<file path="src/logic/etc_defines.svh">
// timing-free constants for the event transfer controller
// assumes inclusion by the package, the core and the bench
`ifndef ETC_DEFINES_SVH
`define ETC_DEFINES_SVH
`define ETC_MAX_UNITS 256
`define ETC_VBR_LOW_W 10
`define ETC_VBR_HIGH_W 22
`define ETC_VEC_W 8
`define ETC_DESC_WORDS 4
`define ETC_FIFO_DEPTH 4
`define ETC_SZ_BYTE 2'h0
`define ETC_SZ_HALF 2'h1
`define ETC_SZ_WORD 2'h2
`define ETC_MODE_NORMAL 2'h0
`define ETC_MODE_REPEAT 2'h1
`define ETC_MODE_BLOCK 2'h2
`define ETC_F_MODE_LSB 30
`define ETC_F_SIZE_LSB 28
`define ETC_F_SRC_INC 27
`define ETC_F_DST_INC 26
`define ETC_F_RPT_DST 25
`endif

</file>
<file path="src/logic/etc_pkg.sv">
// types for the event transfer controller
// assumes etc_defines.svh is on the include path
`include "etc_defines.svh"
package etc_pkg;
    typedef enum logic [1:0] {
        etc_normal_type_v,
        etc_repeat_type_v,
        etc_block_type_v,
        etc_rsvd_type_v
    } etc_mode_type;
    typedef enum logic [2:0] {
        ETC_IDLE, ETC_FETCH, ETC_READ, ETC_WRITE, ETC_WAITDRAIN, ETC_STORE
    } etc_state_type;
endpackage : etc_pkg

</file>
<file path="src/logic/etc_fifo.sv">
// small valid/ready fifo carrying read data toward the write side
// assumes one clock and synchronous active-high reset
`timescale 1ns/1ps
module etc_fifo #(
    parameter int WIDTH = 32,
    parameter int DEPTH = 4
) (
    input wire logic core_clk,
    input wire logic sys_rst,
    input wire logic in_valid,
    output logic in_ready,
    input wire logic [WIDTH-1:0] in_data,
    output logic out_valid,
    input wire logic out_ready,
    output logic [WIDTH-1:0] out_data
);
    localparam int AW = (DEPTH > 1) ? $clog2(DEPTH) : 1;
    initial begin
        if (DEPTH < 2 || (DEPTH & (DEPTH - 1)) != 0)
            $error("etc_fifo depth must be a power of two of at least 2");
    end
    logic [WIDTH-1:0] mem [DEPTH];
    logic [AW-1:0] wr_ptr;
    logic [AW-1:0] rd_ptr;
    logic [AW:0] count;
    logic push;
    logic pop;
    assign in_ready = (count != (AW+1)'(DEPTH));
    assign out_valid = (count != '0);
    assign out_data = mem[rd_ptr];
    assign push = in_valid && in_ready;
    assign pop = out_valid && out_ready;
    always_ff @(posedge core_clk) begin
        if (push)
            mem[wr_ptr] <= in_data;
    end
    always_ff @(posedge core_clk) begin
        if (sys_rst) begin
            wr_ptr <= '0;
            rd_ptr <= '0;
            count <= '0;
        end else begin
            if (push)
                wr_ptr <= wr_ptr + 1'b1;
            if (pop)
                rd_ptr <= rd_ptr + 1'b1;
            if (push && !pop)
                count <= count + 1'b1;
            else if (pop && !push)
                count <= count - 1'b1;
        end
    end
    fifo_bound_a: assert property (@(posedge core_clk) disable iff (sys_rst)
        count <= (AW+1)'(DEPTH)) else $error("fifo count beyond depth");
endmodule : etc_fifo

</file>
<file path="src/logic/etc_core.sv">
// event transfer controller: activations fetch a descriptor, move units
// assumes a simple single-cycle-grant memory port, descriptor words in the grant cycle, unit read data one cycle later
// Contract
// - normal mode moves one unit per activation
// - repeat mode also moves one unit
// - repeat count reached reloads start address
// - repeat size reaches 256 units
// - block mode moves whole block per activation
// - block length one to 256 units
// - unit is byte, halfword or word
// - vector base is 10-bit low, 22-bit high
`timescale 1ns/1ps
`include "etc_defines.svh"
module etc_core #(
    parameter int FIFO_DEPTH = `ETC_FIFO_DEPTH
) (
    input wire logic core_clk,
    input wire logic sys_rst,
    input wire logic act_req,
    input wire logic [`ETC_VEC_W-1:0] act_vector,
    output logic act_ack,
    input wire logic [`ETC_VBR_LOW_W-1:0] vbr_low,
    input wire logic [`ETC_VBR_HIGH_W-1:0] vbr_high,
    output logic mem_req,
    output logic mem_we,
    output logic [31:0] mem_addr,
    output logic [1:0] mem_size,
    output logic [31:0] mem_wdata,
    input wire logic mem_gnt,
    input wire logic [31:0] mem_rdata,
    output logic busy,
    output logic done
);
    initial begin
        if (FIFO_DEPTH < 2)
            $error("etc_core fifo depth too small");
    end
    // ==========================================================
    // helpers
    function automatic logic [31:0] unit_step(input logic [1:0] sz);
        unit_step = (sz == `ETC_SZ_BYTE) ? 32'h1 : (sz == `ETC_SZ_HALF) ? 32'h2 : 32'h4;
    endfunction : unit_step
    function automatic logic [31:0] bump(input logic [31:0] a, input logic inc, input logic [1:0] sz);
        bump = inc ? a + unit_step(sz) : a;
    endfunction : bump
    // start of a repeat area, seen from an address already advanced past n units
    function automatic logic [31:0] rewind(input logic [31:0] a, input logic inc, input logic [1:0] sz,
                                           input logic [8:0] n);
        rewind = inc ? a - {23'h0, n} * unit_step(sz) : a;
    endfunction : rewind
    // ==========================================================
    // state
    etc_pkg::etc_state_type state;
    logic [31:0] table_base;
    logic [31:0] desc_ptr;
    logic [1:0] fetch_idx;
    logic [31:0] cfg;
    logic [31:0] src;
    logic [31:0] dst;
    logic [8:0] count;
    logic [8:0] reload;
    logic rd_pending;
    logic [1:0] mode;
    logic [1:0] usize;
    logic fifo_in_valid;
    logic fifo_in_ready;
    logic fifo_out_valid;
    logic fifo_out_ready;
    logic [31:0] fifo_out_data;
    logic last_unit;
    assign table_base = {vbr_high, vbr_low};
    assign mode = cfg[`ETC_F_MODE_LSB +: 2];
    assign usize = cfg[`ETC_F_SIZE_LSB +: 2];
    // count field 0 encodes 256 so the full range fits 8 bits
    assign last_unit = (count == 9'h1);
    etc_fifo #(.WIDTH(32), .DEPTH(FIFO_DEPTH)) u_fifo (
        .core_clk(core_clk),
        .sys_rst(sys_rst),
        .in_valid(fifo_in_valid),
        .in_ready(fifo_in_ready),
        .in_data(mem_rdata),
        .out_valid(fifo_out_valid),
        .out_ready(fifo_out_ready),
        .out_data(fifo_out_data)
    );
    assign fifo_in_valid = rd_pending;
    assign fifo_out_ready = (state == etc_pkg::ETC_WRITE) && mem_gnt && mem_we;
    // ==========================================================
    // sequencer
    always_ff @(posedge core_clk) begin
        if (sys_rst) begin
            state <= etc_pkg::ETC_IDLE;
            fetch_idx <= 2'h0;
            desc_ptr <= 32'h0;
            act_ack <= 1'b0;
            done <= 1'b0;
            busy <= 1'b0;
            rd_pending <= 1'b0;
        end else begin
            act_ack <= 1'b0;
            done <= 1'b0;
            rd_pending <= 1'b0;
            unique case (state)
                etc_pkg::ETC_IDLE: begin
                    if (act_req) begin
                        desc_ptr <= table_base + {act_vector, 4'h0};
                        fetch_idx <= 2'h0;
                        act_ack <= 1'b1;
                        busy <= 1'b1;
                        state <= etc_pkg::ETC_FETCH;
                    end
                end
                etc_pkg::ETC_FETCH: begin
                    if (mem_gnt) begin
                        fetch_idx <= fetch_idx + 2'h1;
                        if (fetch_idx == 2'h3)
                            state <= etc_pkg::ETC_READ;
                    end
                end
                etc_pkg::ETC_READ: begin
                    // fifo space reserved before issuing so read data never drops
                    if (mem_gnt && fifo_in_ready) begin
                        rd_pending <= 1'b1;
                        state <= etc_pkg::ETC_WRITE;
                    end
                end
                etc_pkg::ETC_WRITE: begin
                    if (mem_gnt && fifo_out_valid) begin
                        if (last_unit || mode != `ETC_MODE_BLOCK)
                            state <= etc_pkg::ETC_STORE;
                        else
                            state <= etc_pkg::ETC_READ;
                    end
                end
                etc_pkg::ETC_STORE: begin
                    if (mem_gnt) begin
                        fetch_idx <= fetch_idx + 2'h1;
                        if (fetch_idx == 2'h3) begin
                            done <= 1'b1;
                            busy <= 1'b0;
                            state <= etc_pkg::ETC_IDLE;
                        end
                    end
                end
                default: state <= etc_pkg::ETC_IDLE;
            endcase
        end
    end
    // ==========================================================
    // descriptor words: cfg, src, dst, count/reload
    always_ff @(posedge core_clk) begin
        if (sys_rst) begin
            cfg <= 32'h0;
            src <= 32'h0;
            dst <= 32'h0;
            count <= 9'h0;
            reload <= 9'h0;
        end else if (state == etc_pkg::ETC_FETCH && mem_gnt) begin
            unique case (fetch_idx)
                2'h0: cfg <= mem_rdata;
                2'h1: src <= mem_rdata;
                2'h2: dst <= mem_rdata;
                2'h3: begin
                    count <= (mem_rdata[7:0] == 8'h0) ? 9'h100 : {1'b0, mem_rdata[7:0]};
                    reload <= (mem_rdata[15:8] == 8'h0) ? 9'h100 : {1'b0, mem_rdata[15:8]};
                end
            endcase
        end else if (state == etc_pkg::ETC_READ && mem_gnt && fifo_in_ready) begin
            src <= bump(src, cfg[`ETC_F_SRC_INC], usize);
        end else if (state == etc_pkg::ETC_WRITE && mem_gnt && fifo_out_valid) begin
            dst <= bump(dst, cfg[`ETC_F_DST_INC], usize);
            if (mode == `ETC_MODE_REPEAT && last_unit) begin
                count <= reload;
                // only the repeating side returns to its start; the start is recovered from the
                // advanced address because the written-back descriptor holds only the moving one
                if (cfg[`ETC_F_RPT_DST])
                    dst <= rewind(bump(dst, cfg[`ETC_F_DST_INC], usize), cfg[`ETC_F_DST_INC], usize, reload);
                else
                    src <= rewind(src, cfg[`ETC_F_SRC_INC], usize, reload);
            end else if (!(mode == `ETC_MODE_NORMAL && count == 9'h0)) begin
                count <= count - 9'h1;
            end
        end
    end
    // ==========================================================
    // memory port, registered from state
    always_ff @(posedge core_clk) begin
        if (sys_rst) begin
            mem_req <= 1'b0;
            mem_we <= 1'b0;
            mem_addr <= 32'h0;
            mem_size <= `ETC_SZ_WORD;
            mem_wdata <= 32'h0;
        end else begin
            mem_req <= 1'b0;
            mem_we <= 1'b0;
            mem_size <= `ETC_SZ_WORD;
            mem_wdata <= 32'h0;
            mem_addr <= 32'h0;
            // a granted access is followed by one idle cycle: the index, address and state it
            // advanced are not settled yet, so a back-to-back request would repeat the old access
            if (!(mem_req && mem_gnt)) begin
                unique case (state)
                    etc_pkg::ETC_FETCH: begin
                        mem_req <= 1'b1;
                        mem_addr <= desc_ptr + {28'h0, fetch_idx, 2'h0};
                    end
                    etc_pkg::ETC_READ: begin
                        mem_req <= fifo_in_ready;
                        mem_addr <= src;
                        mem_size <= usize;
                    end
                    etc_pkg::ETC_WRITE: begin
                        mem_req <= fifo_out_valid;
                        mem_we <= 1'b1;
                        mem_addr <= dst;
                        mem_size <= usize;
                        mem_wdata <= fifo_out_data;
                    end
                    etc_pkg::ETC_STORE: begin
                        mem_req <= 1'b1;
                        mem_we <= 1'b1;
                        mem_addr <= desc_ptr + {28'h0, fetch_idx, 2'h0};
                        mem_wdata <= (fetch_idx == 2'h0) ? cfg : (fetch_idx == 2'h1) ? src :
                                     (fetch_idx == 2'h2) ? dst : {16'h0, reload[7:0], count[7:0]};
                    end
                    default: ;
                endcase
            end
        end
    end
    // ==========================================================
    // checks
    normal_one_unit_a: assert property (@(posedge core_clk) disable iff (sys_rst)
        (state == etc_pkg::ETC_WRITE && mem_gnt && fifo_out_valid && mode == `ETC_MODE_NORMAL)
        |=> state == etc_pkg::ETC_STORE) else $error("normal mode kept moving");
    repeat_one_unit_a: assert property (@(posedge core_clk) disable iff (sys_rst)
        (state == etc_pkg::ETC_WRITE && mem_gnt && fifo_out_valid && mode == `ETC_MODE_REPEAT)
        |=> state == etc_pkg::ETC_STORE) else $error("repeat mode kept moving");
    repeat_reload_a: assert property (@(posedge core_clk) disable iff (sys_rst)
        (state == etc_pkg::ETC_WRITE && mem_gnt && fifo_out_valid && mode == `ETC_MODE_REPEAT
         && last_unit && !cfg[`ETC_F_RPT_DST] && cfg[`ETC_F_SRC_INC])
        |=> count == $past(reload) && src + {23'h0, count} * unit_step(usize) == $past(src))
        else $error("no reload");
    count_range_a: assert property (@(posedge core_clk) disable iff (sys_rst)
        count <= 9'h100) else $error("count beyond 256");
    block_continue_a: assert property (@(posedge core_clk) disable iff (sys_rst)
        (state == etc_pkg::ETC_WRITE && mem_gnt && fifo_out_valid && mode == `ETC_MODE_BLOCK && !last_unit)
        |=> state == etc_pkg::ETC_READ) else $error("block stopped early");
    unit_size_a: assert property (@(posedge core_clk) disable iff (sys_rst)
        mem_req |-> mem_size != 2'h3) else $error("illegal unit size");
    base_join_a: assert property (@(posedge core_clk) disable iff (sys_rst)
        table_base[9:0] == vbr_low && table_base[31:10] == vbr_high) else $error("bad base");
    vector_index_a: assert property (@(posedge core_clk) disable iff (sys_rst)
        (state == etc_pkg::ETC_IDLE && act_req) |=> desc_ptr == table_base + {$past(act_vector), 4'h0})
        else $error("bad descriptor pointer");
endmodule : etc_core

</file>
<file path="config.mk">
export PLATFORM = sky130hd
export DESIGN_NAME = etc_core
export DESIGN_NICKNAME = d
export VERILOG_FILES = /design/src/logic/etc_pkg.sv /design/src/logic/etc_fifo.sv /design/src/logic/etc_core.sv
export VERILOG_INCLUDE_DIRS = /design/src /design/src/logic
export SDC_FILE = /design/constraint.sdc
export NUM_CORES = 1
export LEC_CHECK = 0
export BUFFER_PORTS_ARGS = -buffer_cell sky130_fd_sc_hd__buf_4
export CAP_MARGIN = 10
export CORE_MARGIN = 4
export CORE_UTILIZATION = 57
export CTS_BUF_LIST = sky130_fd_sc_hd__clkbuf_8
export CTS_CLUSTER_DIAMETER = 40
export CTS_CLUSTER_SIZE = 25
export DETAILED_ROUTE_END_ITERATION = 6
export PLACE_DENSITY_LB_ADDON = 0.08
export REMOVE_ABC_BUFFERS = 1
export SLEW_MARGIN = 10
export SYNTH_ARGS = -nofsm -noshare
export SYNTH_HDL_FRONTEND = slang
export SYNTH_SLANG_ARGS = --single-unit
</file>
<file path="constraint.sdc">
create_clock -name core_clk -period 5.45 [get_ports core_clk]
set_input_delay 0.545 -clock core_clk [delete_from_list [all_inputs] [get_ports core_clk]]
set_output_delay 0.545 -clock core_clk [all_outputs]
set_load 0.02 [all_outputs]
</file>
* Word level (Yosys, flattened, before mapping) *
Memory sizes are Yosys's and may differ from the RTL's. A register that Yosys moved wholly into a read port is not among the register bits.
Index checks and enable logic that the tools add are counted.

storage, ports and cells
  output and inout port bits = 71
  memories = 1
  bits of input ports = 76
  register bits after elaboration = 230
  RAM bits = 128
  word-level logic and storage cells = 174

memories
  name        words  width  read ports  clocked after memory_dff  wr ports  line            text
  u_fifo.mem  4      32     1           1                         1         etc_fifo.sv:22  logic [WIDTH-1:0] mem [DEPTH];

operators by class
  reductions and logical operators = 49
  muxes and demuxes = 58
  equal/unequal tests = 28
  bitwise gates (word level) = 5
  add/sub/neg operators = 12
  multiply operators = 1

operator list
  kind                                                                    number
  32-bit 2-to-1 mux                                                       19
  32-bit one-hot mux with 3 select lines                                  1
  9-bit 2-to-1 mux                                                        8
  32-bit adder                                                            2
  32-bit one-hot mux with 2 select lines                                  1
  3-bit 2-to-1 mux                                                        12
  32-bit by 12-bit adder with 32-bit output                               1
  32-bit by 4-bit adder with 32-bit output                                1
  32-bit by 12-bit subtractor with 32-bit output                          1
  32-bit subtractor                                                       1
  2-bit != test (second input constant)                                   9
  8-bit logical NOT                                                       2
  1-bit logical AND                                                       15
  3-bit one-hot mux with 5 select lines                                   1
  9-bit by 3-bit multiplier with 12-bit output                            1
  2-bit OR reduction                                                      6
  9-bit by 1-bit equality test with 1-bit output (second input constant)  1
  9-bit logical NOT                                                       1
  1-bit 2-to-1 mux                                                        9
  3-bit != test (second input constant)                                   3
  3-bit nonzero test                                                      3
  9-bit by 1-bit subtractor with 9-bit output (second input constant)     1
  2-bit 2-to-1 mux                                                        4
  2-bit by 1-bit != test with 1-bit output (second input constant)        4
  25 further kinds                                                        46

* Logic depth before layout (Yosys ltp) *
  word-level depth = 12
  mapped depth = 29
  gate-level depth less buffers = 28

* By module *
Synthesis repeated with hierarchy kept, for this count alone.

unflattened totals
  cells, all modules = 2375
  area, all modules = 21167.8 um^2

by module, submodules not included
  module    seq. area each (um^2)  area an instance (um^2)  times used  cells an instance
  etc_core  4464.3                 16031.6                  1           2160
  etc_fifo  4023.9                 5136.2                   1           215

* Worst setup path before layout *
No wires, ideal clock.

  path type = register to register
  from = reg cfg[28]
  to = reg src[31]
  setup time = 0.095 ns
  clock period less this slack = 6.031 ns
  buffers on the path = 1
  stages on the path, launching flop included = 25
  arrival time = 5.936 ns
  setup slack = -0.581 ns
  data required time = 5.355 ns
  cell sequence = dfxtp_1 -> inv_1 -> nor2_1 -> clkbuf_1 -> nand2_1 -> fa_1 -> inv_1 -> ha_1 -> a211oi_1 -> o21bai_1 -> a2111o_1 -> nand2_1 -> xnor2_1 -> nor4_1 -> a21oi_1 -> ha_1 -> a2111oi_0 -> o21ai_0 -> nand4_1 -> o2111a_1 -> nor2_1 -> a221o_1 -> a211oi_1 -> xnor2_1 -> a221oi_1

between the ends
  longest elaborated chain between the ends = 11
  elaborated cells between the ends (all ways) = 14
  classes of those cells = add/sub: 2; mul: 1; eq/ne: 1; mux: 9; reduce/logical: 1

ends and longest elaborated chain
  what                                                             line             text
  start, declared                                                  etc_core.sv:57   logic [31:0] cfg;
  start signal, assigned                                           etc_core.sv:160  2'h0: cfg <= mem_rdata;
  2-bit by 1-bit equality test with 1-bit output (no source line)  -
  3-bit 2-to-1 mux                                                 etc_core.sv:41   unit_step = (sz == `ETC_SZ_BYTE) ? 32'h1 : (sz == `ETC_SZ_HALF) ? 32'h2 : 32'h4;
  3-bit 2-to-1 mux (*)                                             etc_core.sv:41
  9-bit by 3-bit multiplier with 12-bit output                     etc_core.sv:49   rewind = inc ? a - {23'h0, n} * unit_step(sz) : a;
  32-bit by 12-bit subtractor with 32-bit output                   etc_core.sv:49
  32-bit 2-to-1 mux                                                etc_core.sv:49
  32-bit 2-to-1 mux                                                etc_core.sv:176  if (cfg[`ETC_F_RPT_DST])
  32-bit 2-to-1 mux                                                etc_core.sv:172  if (mode == `ETC_MODE_REPEAT && last_unit) begin
  32-bit 2-to-1 mux                                                etc_core.sv:170  end else if (state == etc_pkg::ETC_WRITE && mem_gnt && fifo_out_valid) begin
  32-bit 2-to-1 mux (*)                                            etc_core.sv:168  end else if (state == etc_pkg::ETC_READ && mem_gnt && fifo_in_ready) begin
  32-bit 2-to-1 mux (*)                                            etc_core.sv:158  end else if (state == etc_pkg::ETC_FETCH && mem_gnt) begin
  end signal, assigned                                             etc_core.sv:161  2'h1: src <= mem_rdata;
  end signal, assigned                                             etc_core.sv:169  src <= bump(src, cfg[`ETC_F_SRC_INC], usize);
  end signal, assigned                                             etc_core.sv:179  src <= rewind(src, cfg[`ETC_F_SRC_INC], usize, reload);
  end, declared                                                    etc_core.sv:58   logic [31:0] src;

Mark *: on every way between the ends. The rest lies on a longest branch, timed or not. The select of a mux whose other input is x is not followed.
A chain may end at the register's enable or synchronous reset.

* Worst setup path after layout *
  from = reg cfg[29]
  to = reg src[21]

Same word-level chain as after synthesis.

==> flow_summary.ini <==
[floorplanning]
rows = 69
die_w_um = 199
core_um2 = 35800
die_area_um2 = 39700
initial_core_util = 0.582
die_h_um = 199
ios = 147

[clocking]
clk_pin_slew_ns = 0.08
ctsLongestPathBuffers = 3
clock-sinks = 360
htreeDepth = 2
cts_root_buffer = clkbuf_8
cts_tree = done
clk-insertion-delay-late_ns = 0.68
cts_buffers = 49

[timing]
slew_headroom = 0.276
fin_crit_sh = 1.01
fin_tns_setup_ns = -0.124
maxSlewViolCount = 0
fin_crit_ns = 5.49
setup_viol = 4
fmax_mhz = 182
rsz0062_at_grt = yes
worst_pin_slew_ns = 1.08
layout_setup_ws_ns = -0.0410
final-hold-violation-count = 0
fin_skew_ns = 0.0439

[layout]
layout_common_cells = buf_4 (331), nand2_1 (317), nor2_1 (267)
fin_cells = 3098
syn2layout_area_growth_pct = 20.2
insertedDiodeCount = 0
n_fill_cell = 2861
drive_above_1_share = 0.217
final_common_cell = buf_4
nets = 2766
fin_util = 0.700

[logic_synthesis]
ys_seq_area_frac = 0.407
ys_types = 85
synthArstFlopShare = 0
avgSynthCellArea_um2 = 8.84
synth_area_leaders = dfxtp_1 (22%), edfxtp_1 (18%), nand2_1 (5.8%)
synth_top_area_frac = 0.223
synth_edf_count = 128
synthesis.area_um2 = 20900
synthCells = 2361
ys.flop_type = dfxtp_1
synth_top_area_cell = dfxtp_1
synth_warnings = 0
yosys_register_bits = 360

[run_status]
status = finished with violations
failed_checks = negative setup slack

[setup_path]
r2r_end = src[21]
crit_required_ns = 6.01
r2r_slack_ns = -0.04
cp.arrival_ns = 6.05
crit_fanout = 3
path_common_cell = buf_4
crit_slowest_cell = fa_1
r2r_cells = 29
r2r_start = cfg[29]
critPathMaxStageDelay_ns = 0.53
cp-end-kind = flop
startpoint_type = flop
crit_type = flop to flop

[placement]
gp_congestion = 0.997
dp.cells = 2986
dp_hpwl_um = 49500
portBuffers = 146
place_ws_ns = -0.641

[grt]
grt_pass1_vias = 18213
antenna_found_initial = 0
grt_max_degree = 66
grt_usage = 0.335
grt_pass1_wl_um = 104000
overflow = 0

[drt]
wl_um = 68100
firstDrtPassIters = 6
drt-vias-per-instance = 6.19
drc = 0
via_count = 19182
wire_per_inst_um = 22.0
antenna_left = 0
dr.first_iter.drc_count = 1769

[power_and_ir_drop]
leakagePower_nw = 9.58
powerDensity_nw_per_um2 = 239
ir_drop_mv = 0.308

[hold_path]
hold_start = mem_rdata[24]
min_path_type = input port to flop
holdPathStages = 1
whs_endpoint = u_fifo.mem[0][24]

[flow_run]
max_cap_viol_count = 0
## metal layers
| layer | GRT usage | vias up | part of all wire |
|---|---|---|---|
| met1 | 0.483 | 9183 | 0.42 |
| li1 | - | 8953 | - |
| met3 | 0.0615 | 126 | 0.10 |
| met5 | 0 | - | 0 |
| met4 | 0.0942 | 0 | 0.029 |
| met2 | 0.522 | 920 | 0.44 |
## layout make-up
cell class,count,area [um2],area share
clock buffer,49,674,0.0269
clock inverter,43,495,0.0198
inverter,66,250,0.00998
multi-input combinational,1776,12000,0.477
sequential,360,8500,0.339
tap,461,577,0.0230
timing repair buffer,343,2620,0.104
## cells by family (layout without fill, tap and decap cells)
kind of cell    count (synthesis)  in the layout  share of synthesized area
simple gates                  855            855                      0.188
compound gates                593            593                      0.179
flops                         360            360                      0.407
buf+inv                       225            501                     0.0416
xor+xnor                      144            144                     0.0605
fa+ha+maj                      94             94                     0.0614
mux                            90             90                     0.0626
## cell usage after synthesis, drive strengths merged, types with 32 or more instances
master / instances
a211oi: 42
a21oi: 234
a22oi: 32
clkbuf: 132
dfxtp: 232
edfxtp: 128
ha: 80
inv: 64
mux2i: 55
mux4: 32
nand2: 322
nand3: 60
nor2: 276
nor3: 38
o21ai: 113
xnor2: 99
xor2: 45
## worst max-delay path by stage
stage               startpoint  endpoint  slack [ns]
floorplan             state[0]    dst[4]       -1.16
global placement       cfg[28]   src[30]       -0.48
detailed placement     cfg[28]   src[31]       -0.64
CTS                    cfg[28]   src[31]      -0.007
global route           cfg[28]   src[21]       -0.26
finish                 cfg[29]   src[21]       -0.04
## worst max-delay path, delay by kind of cell (launching register included)
family,cells,cell delay (ns)
compound gates,7,1.75
flops,1,0.38
simple gates,8,0.73
fa+ha+maj,4,1.33
buf+inv,8,0.94
xor+xnor,2,0.29
## state kept, by name, indices dropped and copies added (netlist names), 3 cells and up, named ones only
name	count
dst	32
src	32
u_fifo.count	3
u_fifo.mem	128
reload	9
cfg	32
mem_wdata	32
mem_addr	32
desc_ptr	32
count	9
state	3
## repair_timing
action | CTS | global route
setup endpoints to repair | 13 | 28
pin swaps | 31 | 35
resized for setup | 52 | 63
buffers inserted | 10 | 12
hold buffers | 0 | 0
## power breakdown
part           internal [mW]  switching, mW  total (mW)
registers               2.83         0.0570        2.89
logic                  0.216          0.410       0.627
clock network           1.25           1.22        2.47
total                   4.30           1.68        5.98
## metrics by stage
stage	hold slack (ns)	power [mW]	cell area, um2
final	0.112	5.98	25100
after detailed placement	0.447	3.55	23300
after global routing	0.0898	6.20	25100
after floorplan	0.430	3.27	20200
after global placement	0.441	3.54	23300
after CTS	0.0805	6.00	24700
Power figures use the tool's default switching activity.
